--- src/hdl/mmc_pkg.sv ---
// Constants, types and memory map of the module management block
package mmc_pkg;

	////////////////////////////////////////////////////////////////////////
	// Clock and timing
	localparam int CLK_HZ = 10000000; // System clock rate
	localparam int CLK_NS = 100; // Clock period in ns
	localparam int RESET_MIN_NS = 10000; // Shortest honoured reset pulse
	localparam int RESET_MIN_CYC = (RESET_MIN_NS + CLK_NS - 1) / CLK_NS;
	localparam int INIT_MAX_MS = 2000; // Longest power-on init time
	localparam int INIT_CYC = INIT_MAX_MS * (CLK_HZ / 1000);

	////////////////////////////////////////////////////////////////////////
	// Serial slave address and memory map
	localparam logic [6:0] DEV_ADDR = 7'h50; // Plain default address
	localparam logic [7:0] REG_STATUS = 8'h00; // Init pending flag
	localparam logic [7:0] REG_FLAGS = 8'h01; // Sticky events, clear on read
	localparam logic [7:0] REG_CONTROL = 8'h02; // Software controls
	localparam logic [7:0] REG_MON_BASE = 8'h03; // Lane power, 8 bytes
	localparam logic [7:0] MON_BYTES = 8'h08; // Two bytes per lane
	localparam int STATUS_INIT_BIT = 0; // Init pending
	localparam int FLAG_RESET_BIT = 0; // Reset complete
	localparam int FLAG_LOS_BIT = 1; // Receive loss seen
	localparam int FLAG_FAULT_BIT = 2; // Operational fault seen
	localparam int CTRL_TXDIS_BIT = 0; // Software transmit disable
	localparam logic [7:0] CTRL_RESET = 8'h00; // Control default
	localparam logic [2:0] FLAGS_RESET = 3'h0; // Flags default
	localparam logic [3:0] BYTE_BITS = 4'h8; // Bits in a serial byte

	////////////////////////////////////////////////////////////////////////
	// Pin synchroniser layout and idle values
	localparam int SYNC_W = 10; // sel_n, rst_n, lp, txdis, scl, sda, los
	localparam logic [9:0] SYNC_INIT = 10'h330; // Idle pin levels

	////////////////////////////////////////////////////////////////////////
	// Types
	typedef enum logic [2:0] {
		MMC_IDLE = 3'b000,
		MMC_ADDR = 3'b001,
		MMC_ACK_A = 3'b010,
		MMC_WRITE = 3'b011,
		MMC_ACK_W = 3'b100,
		MMC_READ = 3'b101,
		MMC_RD_ACK = 3'b110
	} mmc_state_t;

	typedef struct packed {
		logic [3:0][15:0] power; // Received power per lane
	} mmc_monitor_t;

endpackage

--- src/hdl/mmc_pin_sync.sv ---
// Three-stage pin synchroniser with agreement filter
`timescale 1ns/100ps
module mmc_pin_sync #(
	parameter int WIDTH = 1,
	parameter logic [WIDTH-1:0] INIT = '0
) (
	input wire logic clk,
	input wire logic srst,
	input wire logic [WIDTH-1:0] din,
	output logic [WIDTH-1:0] dout
);
	logic [WIDTH-1:0] s1; // Metastable stage, read only by s2
	logic [WIDTH-1:0] s2;
	logic [WIDTH-1:0] s3;
	logic [WIDTH-1:0] next_dout;

	////////////////////////////////////////////////////////////////////////
	// Accept a bit only when stages two and three agree
	always_comb begin
		for (int i = 0; i < WIDTH; i++) begin
			next_dout[i] = (s2[i] == s3[i]) ? s3[i] : dout[i];
		end
	end

	// Registers only
	always_ff @(posedge clk) begin
		if (srst) begin
			s1 <= INIT;
			s2 <= INIT;
			s3 <= INIT;
			dout <= INIT;
		end else begin
			s1 <= din;
			s2 <= s1;
			s3 <= s2;
			dout <= next_dout;
		end
	end
endmodule

--- src/hdl/mmc_mgmt_ctrl.sv ---
// Management and control pin logic of a four-lane optical module
`timescale 1ns/100ps
// Summary of operation
// - Serve serial bus only while selected
// - Long reset pulse restores all defaults
// - Completion: attention low, init pending clear
// - Power-up raises completion attention unprompted
// - Attention low flags fault or critical status
// - Pin or software bit disables transmitter
// - Any lane below threshold raises loss alarm
// - Four lane powers readable over serial bus
// - Low-power select caps module power
// - Presence pin pulled low when inserted
// - Serial clock and data reach memory map
// - Init completes within bounded time
module mmc_mgmt_ctrl #(
	parameter int RESET_MIN_CYCLES = mmc_pkg::RESET_MIN_CYC,
	parameter int INIT_CYCLES = mmc_pkg::INIT_CYC
) (
	input wire logic clk,
	input wire logic srst,
	input wire logic module_select_n,
	input wire logic module_reset_n,
	input wire logic low_power_select,
	input wire logic transmit_disable,
	input wire logic scl_in,
	input wire logic sda_in,
	input wire logic [3:0] lane_below_threshold,
	input wire logic module_fault,
	input wire mmc_pkg::mmc_monitor_t optical_monitor,
	output logic sda_out,
	output logic sda_oe_n,
	output logic attention_n_out,
	output logic attention_oe_n,
	output logic presence_n_out,
	output logic presence_oe_n,
	output logic tx_output_off,
	output logic receive_signal_loss,
	output logic power_cap
);
	////////////////////////////////////////////////////////////////////////
	// Synchronised pins
	logic [mmc_pkg::SYNC_W-1:0] pins; // Filtered pin levels
	logic sel_n_s, rst_n_s, lp_s, txdis_s, scl_s, sda_s;
	logic [3:0] los_s;
	logic scl_q, sda_q; // Previous filtered levels for edge detect

	mmc_pin_sync #(.WIDTH(mmc_pkg::SYNC_W), .INIT(mmc_pkg::SYNC_INIT)) u_sync (
		.clk(clk),
		.srst(srst),
		.din({module_select_n, module_reset_n, low_power_select,
			transmit_disable, scl_in, sda_in, lane_below_threshold}),
		.dout(pins)
	);
	assign {sel_n_s, rst_n_s, lp_s, txdis_s, scl_s, sda_s, los_s} = pins;

	wire selected = ~sel_n_s;
	wire scl_rise = scl_s & ~scl_q;
	wire scl_fall = ~scl_s & scl_q;
	wire start_seen = scl_s & scl_q & sda_q & ~sda_s; // Data falls, clock high
	wire stop_seen = scl_s & scl_q & ~sda_q & sda_s; // Data rises, clock high

	////////////////////////////////////////////////////////////////////////
	// Reset pulse filter and initialisation timer
	logic [15:0] rst_cnt, next_rst_cnt; // Cycles the reset pin has been low
	logic [24:0] init_cnt, next_init_cnt;
	logic init_pending, next_init_pending;
	logic pin_reset; // Qualified long reset pulse
	logic hw_rst; // Power-up or qualified pin reset
	logic done_evt; // One-cycle pulse at init completion
	localparam logic [15:0] RMIN = 16'(RESET_MIN_CYCLES);
	localparam logic [24:0] ILAST = 25'(INIT_CYCLES - 1);

	// Pin reset counts only once held for the full minimum
	assign pin_reset = ~rst_n_s & (rst_cnt == RMIN);
	assign hw_rst = srst | pin_reset;

	always_comb begin
		next_rst_cnt = rst_n_s ? 16'h0000 : rst_cnt;
		if (!rst_n_s && rst_cnt != RMIN) begin
			next_rst_cnt = rst_cnt + 16'h0001;
		end
		next_init_cnt = init_cnt;
		next_init_pending = init_pending;
		done_evt = 1'b0;
		if (hw_rst) begin
			next_init_cnt = 25'h0000000;
			next_init_pending = 1'b1;
		end else if (init_pending) begin
			// Ends at the bound, never later
			if (init_cnt == ILAST) begin
				next_init_pending = 1'b0;
				done_evt = 1'b1;
			end else begin
				next_init_cnt = init_cnt + 25'h0000001;
			end
		end
	end

	// Counter registers
	always_ff @(posedge clk) begin
		if (srst) begin
			rst_cnt <= 16'h0000;
			init_cnt <= 25'h0000000;
			init_pending <= 1'b1;
		end else begin
			rst_cnt <= next_rst_cnt;
			init_cnt <= next_init_cnt;
			init_pending <= next_init_pending;
		end
	end

	////////////////////////////////////////////////////////////////////////
	// Serial slave state
	mmc_pkg::mmc_state_t state, next_state;
	logic [3:0] bitcnt, next_bitcnt;
	logic [7:0] sh, next_sh; // Shift register, both directions
	logic [7:0] ptr, next_ptr; // Memory map pointer
	logic [7:0] ctrl, next_ctrl; // Software control byte
	logic [2:0] flags, next_flags; // Sticky events
	logic rw, next_rw, first, next_first, nack, next_nack;
	logic sda_drive, next_drive; // High while pulling data low
	logic do_load; // Fetch a byte for the host
	logic [7:0] rd_byte;

	// Memory map read decode
	function automatic logic [7:0] read_map(input logic [7:0] a,
		input logic pend, input logic [2:0] fl, input logic [7:0] c,
		input mmc_pkg::mmc_monitor_t m);
		logic [7:0] idx;
		logic [15:0] w;
		idx = a - mmc_pkg::REG_MON_BASE;
		w = m.power[idx[2:1]];
		if (a == mmc_pkg::REG_STATUS) begin
			read_map = {7'h00, pend};
		end else if (a == mmc_pkg::REG_FLAGS) begin
			read_map = {5'h00, fl};
		end else if (a == mmc_pkg::REG_CONTROL) begin
			read_map = c;
		end else if (idx < mmc_pkg::MON_BYTES) begin
			read_map = idx[0] ? w[7:0] : w[15:8];
		end else begin
			read_map = 8'h00; // Unmapped reads as zero
		end
	endfunction

	assign rd_byte = read_map(ptr, init_pending, flags, ctrl, optical_monitor);

	// Byte protocol: address, pointer, data, acknowledge
	always_comb begin
		next_state = state;
		next_bitcnt = bitcnt;
		next_sh = sh;
		next_ptr = ptr;
		next_ctrl = ctrl;
		next_rw = rw;
		next_first = first;
		next_nack = nack;
		next_drive = sda_drive;
		do_load = 1'b0;
		if (!selected) begin
			next_state = mmc_pkg::MMC_IDLE;
			next_drive = 1'b0;
		end else if (start_seen) begin
			next_state = mmc_pkg::MMC_ADDR;
			next_bitcnt = 4'h0;
			next_drive = 1'b0;
		end else if (stop_seen) begin
			next_state = mmc_pkg::MMC_IDLE;
			next_drive = 1'b0;
		end else if (scl_rise) begin
			unique case (state)
				mmc_pkg::MMC_ADDR, mmc_pkg::MMC_WRITE: begin
					next_sh = {sh[6:0], sda_s};
					next_bitcnt = bitcnt + 4'h1;
				end
				mmc_pkg::MMC_READ: next_bitcnt = bitcnt + 4'h1;
				mmc_pkg::MMC_RD_ACK: next_nack = sda_s;
				mmc_pkg::MMC_IDLE, mmc_pkg::MMC_ACK_A, mmc_pkg::MMC_ACK_W: ;
			endcase
		end else if (scl_fall) begin
			unique case (state)
				mmc_pkg::MMC_ADDR: begin
					if (bitcnt == mmc_pkg::BYTE_BITS) begin
						// Own address only; others go idle
						if (sh[7:1] == mmc_pkg::DEV_ADDR) begin
							next_drive = 1'b1;
							next_rw = sh[0];
							next_state = mmc_pkg::MMC_ACK_A;
						end else begin
							next_state = mmc_pkg::MMC_IDLE;
						end
					end
				end
				mmc_pkg::MMC_ACK_A: begin
					next_drive = 1'b0;
					next_bitcnt = 4'h0;
					next_first = 1'b1;
					next_state = mmc_pkg::MMC_WRITE;
					do_load = rw;
				end
				mmc_pkg::MMC_WRITE: begin
					if (bitcnt == mmc_pkg::BYTE_BITS) begin
						next_drive = 1'b1;
						next_state = mmc_pkg::MMC_ACK_W;
						next_first = 1'b0;
						if (first) begin
							next_ptr = sh;
						end else begin
							if (ptr == mmc_pkg::REG_CONTROL) begin
								next_ctrl = sh;
							end
							next_ptr = ptr + 8'h01;
						end
					end
				end
				mmc_pkg::MMC_ACK_W: begin
					next_drive = 1'b0;
					next_bitcnt = 4'h0;
					next_state = mmc_pkg::MMC_WRITE;
				end
				mmc_pkg::MMC_READ: begin
					if (bitcnt == mmc_pkg::BYTE_BITS) begin
						next_drive = 1'b0; // Let host acknowledge
						next_state = mmc_pkg::MMC_RD_ACK;
					end else begin
						next_drive = ~sh[6];
						next_sh = {sh[6:0], 1'b0};
					end
				end
				mmc_pkg::MMC_RD_ACK: begin
					next_state = mmc_pkg::MMC_IDLE;
					do_load = ~nack; // Host wants another byte
				end
				mmc_pkg::MMC_IDLE: ;
			endcase
		end
		if (do_load) begin
			next_sh = rd_byte;
			next_drive = ~rd_byte[7];
			next_ptr = ptr + 8'h01;
			next_bitcnt = 4'h0;
			next_state = mmc_pkg::MMC_READ;
		end
	end

	// Sticky events; a new event beats a clear in the same cycle
	always_comb begin
		next_flags = flags;
		if (do_load && ptr == mmc_pkg::REG_FLAGS) begin
			next_flags = mmc_pkg::FLAGS_RESET;
		end
		next_flags[mmc_pkg::FLAG_RESET_BIT] = next_flags[0] | done_evt;
		next_flags[mmc_pkg::FLAG_LOS_BIT] = next_flags[1] | (|los_s);
		next_flags[mmc_pkg::FLAG_FAULT_BIT] = next_flags[2] | module_fault;
	end

	// Serial and map registers; a long reset pin restores defaults
	always_ff @(posedge clk) begin
		if (hw_rst) begin
			state <= mmc_pkg::MMC_IDLE;
			bitcnt <= 4'h0;
			sh <= 8'h00;
			ptr <= 8'h00;
			ctrl <= mmc_pkg::CTRL_RESET;
			flags <= mmc_pkg::FLAGS_RESET;
			rw <= 1'b0;
			first <= 1'b0;
			nack <= 1'b0;
			sda_drive <= 1'b0;
		end else begin
			state <= next_state;
			bitcnt <= next_bitcnt;
			sh <= next_sh;
			ptr <= next_ptr;
			ctrl <= next_ctrl;
			flags <= next_flags;
			rw <= next_rw;
			first <= next_first;
			nack <= next_nack;
			sda_drive <= next_drive;
		end
	end

	////////////////////////////////////////////////////////////////////////
	// Output pins, all registered
	always_ff @(posedge clk) begin
		if (srst) begin
			scl_q <= 1'b1;
			sda_q <= 1'b1;
			sda_out <= 1'b0;
			sda_oe_n <= 1'b1;
			attention_n_out <= 1'b0;
			attention_oe_n <= 1'b1;
			presence_n_out <= 1'b0;
			presence_oe_n <= 1'b0;
			tx_output_off <= 1'b1;
			receive_signal_loss <= 1'b0;
			power_cap <= 1'b1;
		end else begin
			scl_q <= scl_s;
			sda_q <= sda_s;
			sda_out <= 1'b0;
			sda_oe_n <= hw_rst ? 1'b1 : ~next_drive;
			attention_n_out <= 1'b0;
			// Open drain: low only while an event is pending
			attention_oe_n <= hw_rst ? 1'b1 : ~(|next_flags);
			presence_n_out <= 1'b0;
			presence_oe_n <= 1'b0;
			tx_output_off <= txdis_s |
				(~pin_reset & next_ctrl[mmc_pkg::CTRL_TXDIS_BIT]);
			receive_signal_loss <= |los_s;
			power_cap <= lp_s;
		end
	end
endmodule

--- config.mk ---
export PLATFORM = sky130hd
export DESIGN_NAME = mmc_mgmt_ctrl
export DESIGN_NICKNAME = d
export VERILOG_FILES = /design/src/hdl/mmc_pkg.sv /design/src/hdl/mmc_pin_sync.sv /design/src/hdl/mmc_mgmt_ctrl.sv
export SDC_FILE = /design/constraint.sdc
export NUM_CORES = 1
export LEC_CHECK = 0
export BUFFER_PORTS_ARGS = -buffer_cell sky130_fd_sc_hd__buf_2
export CAP_MARGIN = 20
export CORE_MARGIN = 4
export CORE_UTILIZATION = 50
export DETAILED_ROUTE_END_ITERATION = 12
export PLACE_DENSITY = 0.74
export SKIP_CTS_REPAIR_TIMING = 1
export SLEW_MARGIN = 20
export SYNTH_ARGS = -nofsm -noshare
export SYNTH_HDL_FRONTEND = slang
export SYNTH_SLANG_ARGS = --single-unit
export TNS_END_PERCENT = 100
--- constraint.sdc ---
create_clock -name clk -period 3.24 [get_ports clk]
set_input_delay 0.972 -clock clk [delete_from_list [all_inputs] [get_ports clk]]
set_output_delay 0.972 -clock clk [all_outputs]
set_load 0.01 [all_outputs]
==> results.cfg <==
[sta]
grt_setup_unrepaired = false
worstMarginPinSlew_ps = 1012
max_freq_mhz = 360.7
maxSlewViolCount = 0
slew_headroom = 0.3217
setup_violations = 0
fin_crit_sh = 0.8557
tns_ps = 0
finalHoldViolations = 0
period_minus_slack_ps = 2773
skew_ps = 8.146
hold_slack_ps = 407.8

[detailed_routing]
routedWlPerCell_um = 13.96
drt_iter0_markers = 289
antenna_left = 0
drc_errors = 0
via_count = 5577
wl_um = 14380
first_pass_iters = 5
routed_via_density = 5.415

[power_and_ir_drop]
power.switching_uw = 796.4
p_per_area_mw_per_mm2 = 471.5
internal-power_mw = 2.711
p_clk_frac = 0.509
p_leak_nw = 2.839
ir_worst_vdd_v = 0.0003935
p_total_mw = 3.507
pwr-share-comb = 0.035
seqPwrFrac = 0.456
p_sw_frac = 0.2271

[placed_design]
placed_area_mm2 = 0.006875
dp.cells = 998
port_buffers = 81
dp_hpwl_um = 10140
finalWeightedCongestion = 0.8342

[finish]
fill_cells = 1173
synthToLayoutAreaGrowth_pct = 15.66
layout-drive-gt1-share = 0.1830
regArea_mm2 = 0.002542
n_antenna_cell = 0
design_area_mm2 = 0.007438
fin_nets = 934
multi_input_area_mm2 = 0.003581
final_cell_count_no_fill = 1030

[clock_tree]
cts_root_buf = clkbuf_16
cts_num_sinks = 127
cts_tree = built
insertion_delay_ps = 420
cts_buffers = 17
htree_levels = 4
cts_buffer_depth = 2
path_clk_slew_ps = 60

[floorplan]
die_w_um = 121.4
fp.dieArea_mm2 = 0.01474
io_pins = 86
num_rows = 41
coreArea_mm2 = 0.01262
start_util = 0.5096
die_h_um = 121.4

[status]
status = complete, no violations

[logic_synthesis]
synthesis.yosys.warnings = 0
synthFlopType = dfxtp_1
syn_area_mm2 = 0.006431
yosysSeqAreaShare = 0.3953
synth_edf_count = 0
ys_types = 74
syn_avg_cell_area_um2 = 8.256
syn_inst = 779
async_flop_share = 0
ys_seq_elements = 127

[critical_path]
worstPathRequired_ps = 3580
cp_max_fo = 18
critPathKind = reg -> reg
path_cells = ha_1 > xnor2_2 > mux2i_1 > a22o_1 > a2111oi_0 > o21ai_0 > a21oi_1
arrival_ps = 3110
cp-end-kind = flop
slowest_delay_ps = 820
cp_slowest_cell = xnor2_2
worst_setup_path_start_kind = flop

[global_routing]
grt.overflow.total = 0
grt_pass1_vias = 5169
grt_pass1_wl_um = 24230
grtUsageTotal = 0.2009
antenna_found_initial = 0
grt_max_degree = 30

[hold_path]
hp-class = reg -> reg

[flow_run]
cap_viol_max_count = 0
-- sequential cells by signal, summed over array words and instances, names as in the netlist, 4 cells and up --
register,count
init_cnt,25
rst_cnt,16
u_sync.dout,10
u_sync.s1,10
u_sync.s2,10
u_sync.s3,10
ctrl,8
ptr,8
sh,8
bitcnt,4
-- critical path, delay by kind of cell (launching register included) --
family | cells | cell delay, ps
compound gates | 4 | 1040
flops | 1 | 350
xor+xnor | 1 | 820
fa+ha+maj | 1 | 320
mux | 1 | 170
-- final cells by class --
type                    count  share of cell area
inverters                  21             0.01060
multi-input cells         590              0.4814
well taps                 172             0.02893
flip-flops and latches    127              0.3418
clock buffers              17             0.05719
repair buffers             88             0.06156
clock inverters            15             0.01850
-- kinds of logic after synthesis --
kind of cell	share of synthesized area
simple gates	0.2909
xor+xnor	0.04864
buf+inv	0.04961
flops	0.3953
fa+ha+maj	0.02335
mux	0.03541
other cells	0.0005831
compound gates	0.1562
-- power by group through the flow --
stage	sequential (mW)	clock [mW]	combinational, mW
floorplan	1.63	0	0.0648
global placement	1.63	0	0.122
detailed placement	1.63	0	0.124
CTS	1.60	1.82	0.125
global route	1.60	1.90	0.139
finish	1.60	1.78	0.124
-- worst paths after layout --
kind / end / depth (start not counted) / slack (ps) / from
worst max register to register: sh[0] / 7 / 470 / ptr[1]
worst max-delay path: sh[0] / 7 / 470 / ptr[1]
worst min register to register: u_sync.s2[5] / 1 / 410 / u_sync.s1[5]
worst min-delay path: u_sync.s2[5] / 1 / 410 / u_sync.s1[5]
-- cell usage in the layout, fill, tap and decap left out, types with 6 or more instances in the layout --
| cell type | n |
|---|---|
| clkinvlp_4 | 6 |
| nand2_1 | 96 |
| and3_1 | 11 |
| inv_1 | 21 |
| o21ai_0 | 47 |
| clkbuf_16 | 17 |
| nor2b_1 | 28 |
| nand3_1 | 43 |
| xnor2_1 | 11 |
| or2_2 | 19 |
| nor2_1 | 75 |
| xor2_1 | 21 |
| a32o_1 | 8 |
| buf_4 | 7 |
| dfxtp_1 | 127 |
| nor4_1 | 6 |
| or3_1 | 15 |
| nand2b_1 | 8 |
| buf_2 | 81 |
| ha_1 | 12 |
| nor3_1 | 14 |
| mux2i_1 | 16 |
| a211oi_1 | 7 |
| a21oi_1 | 48 |
| nand4_1 | 16 |
-- cell usage after synthesis (3+ instances only) --
master	count	area, um2
nand4_1	16	100.1
nand2b_1	8	50.05
xor2_1	21	183.9
nor4_1	6	37.54
nor3b_1	4	30.03
buf_2	5	25.02
o211ai_1	3	22.52
a211oi_1	7	52.55
inv_1	21	78.83
nor2b_1	28	175.2
clkbuf_1	19	71.32
dfxtp_1	127	2542
buf_6	4	45.04
nand2_1	96	360.4
mux2i_1	16	160.2
mux4_2	3	67.56
or2_2	19	118.9
buf_4	10	75.07
a22o_1	3	26.28
nand3_1	43	215.2
a31oi_1	4	25.02
o21bai_1	5	37.54
and4_1	3	26.28
a22oi_1	3	22.52
buf_1	5	18.77
or3_1	15	93.84
a32oi_1	4	35.03
nor3_1	14	70.07
ha_1	12	150.1
xnor2_1	11	96.34
o21ai_0	47	235.2
a21o_1	3	22.52
a21oi_1	48	240.2
and2_1	5	31.28
o31ai_1	3	22.52
and3_1	11	68.82
a32o_1	8	80.08
nor2_1	75	281.5
-- per-stage QoR --
step                setup WS [ps]  utilization
detailed placement          473.2       0.5448
global placement            611.6       0.5448
finish                      467.4       0.5894
CTS                         458.3       0.5894
global route                188.8       0.5894
floorplan                   902.5            -
-- metal layers --
layer / global-route usage / wire, um / vias up
li1: - / - / 2871
met1: 0.2580 / 6660 / 2504
met2: 0.3268 / 6476 / 177
met3: 0.04942 / 995 / 25
met4: 0.07493 / 244 / 0
met5: 0 / 0 / -
No activity file was read; power rests on OpenSTA's default activity.
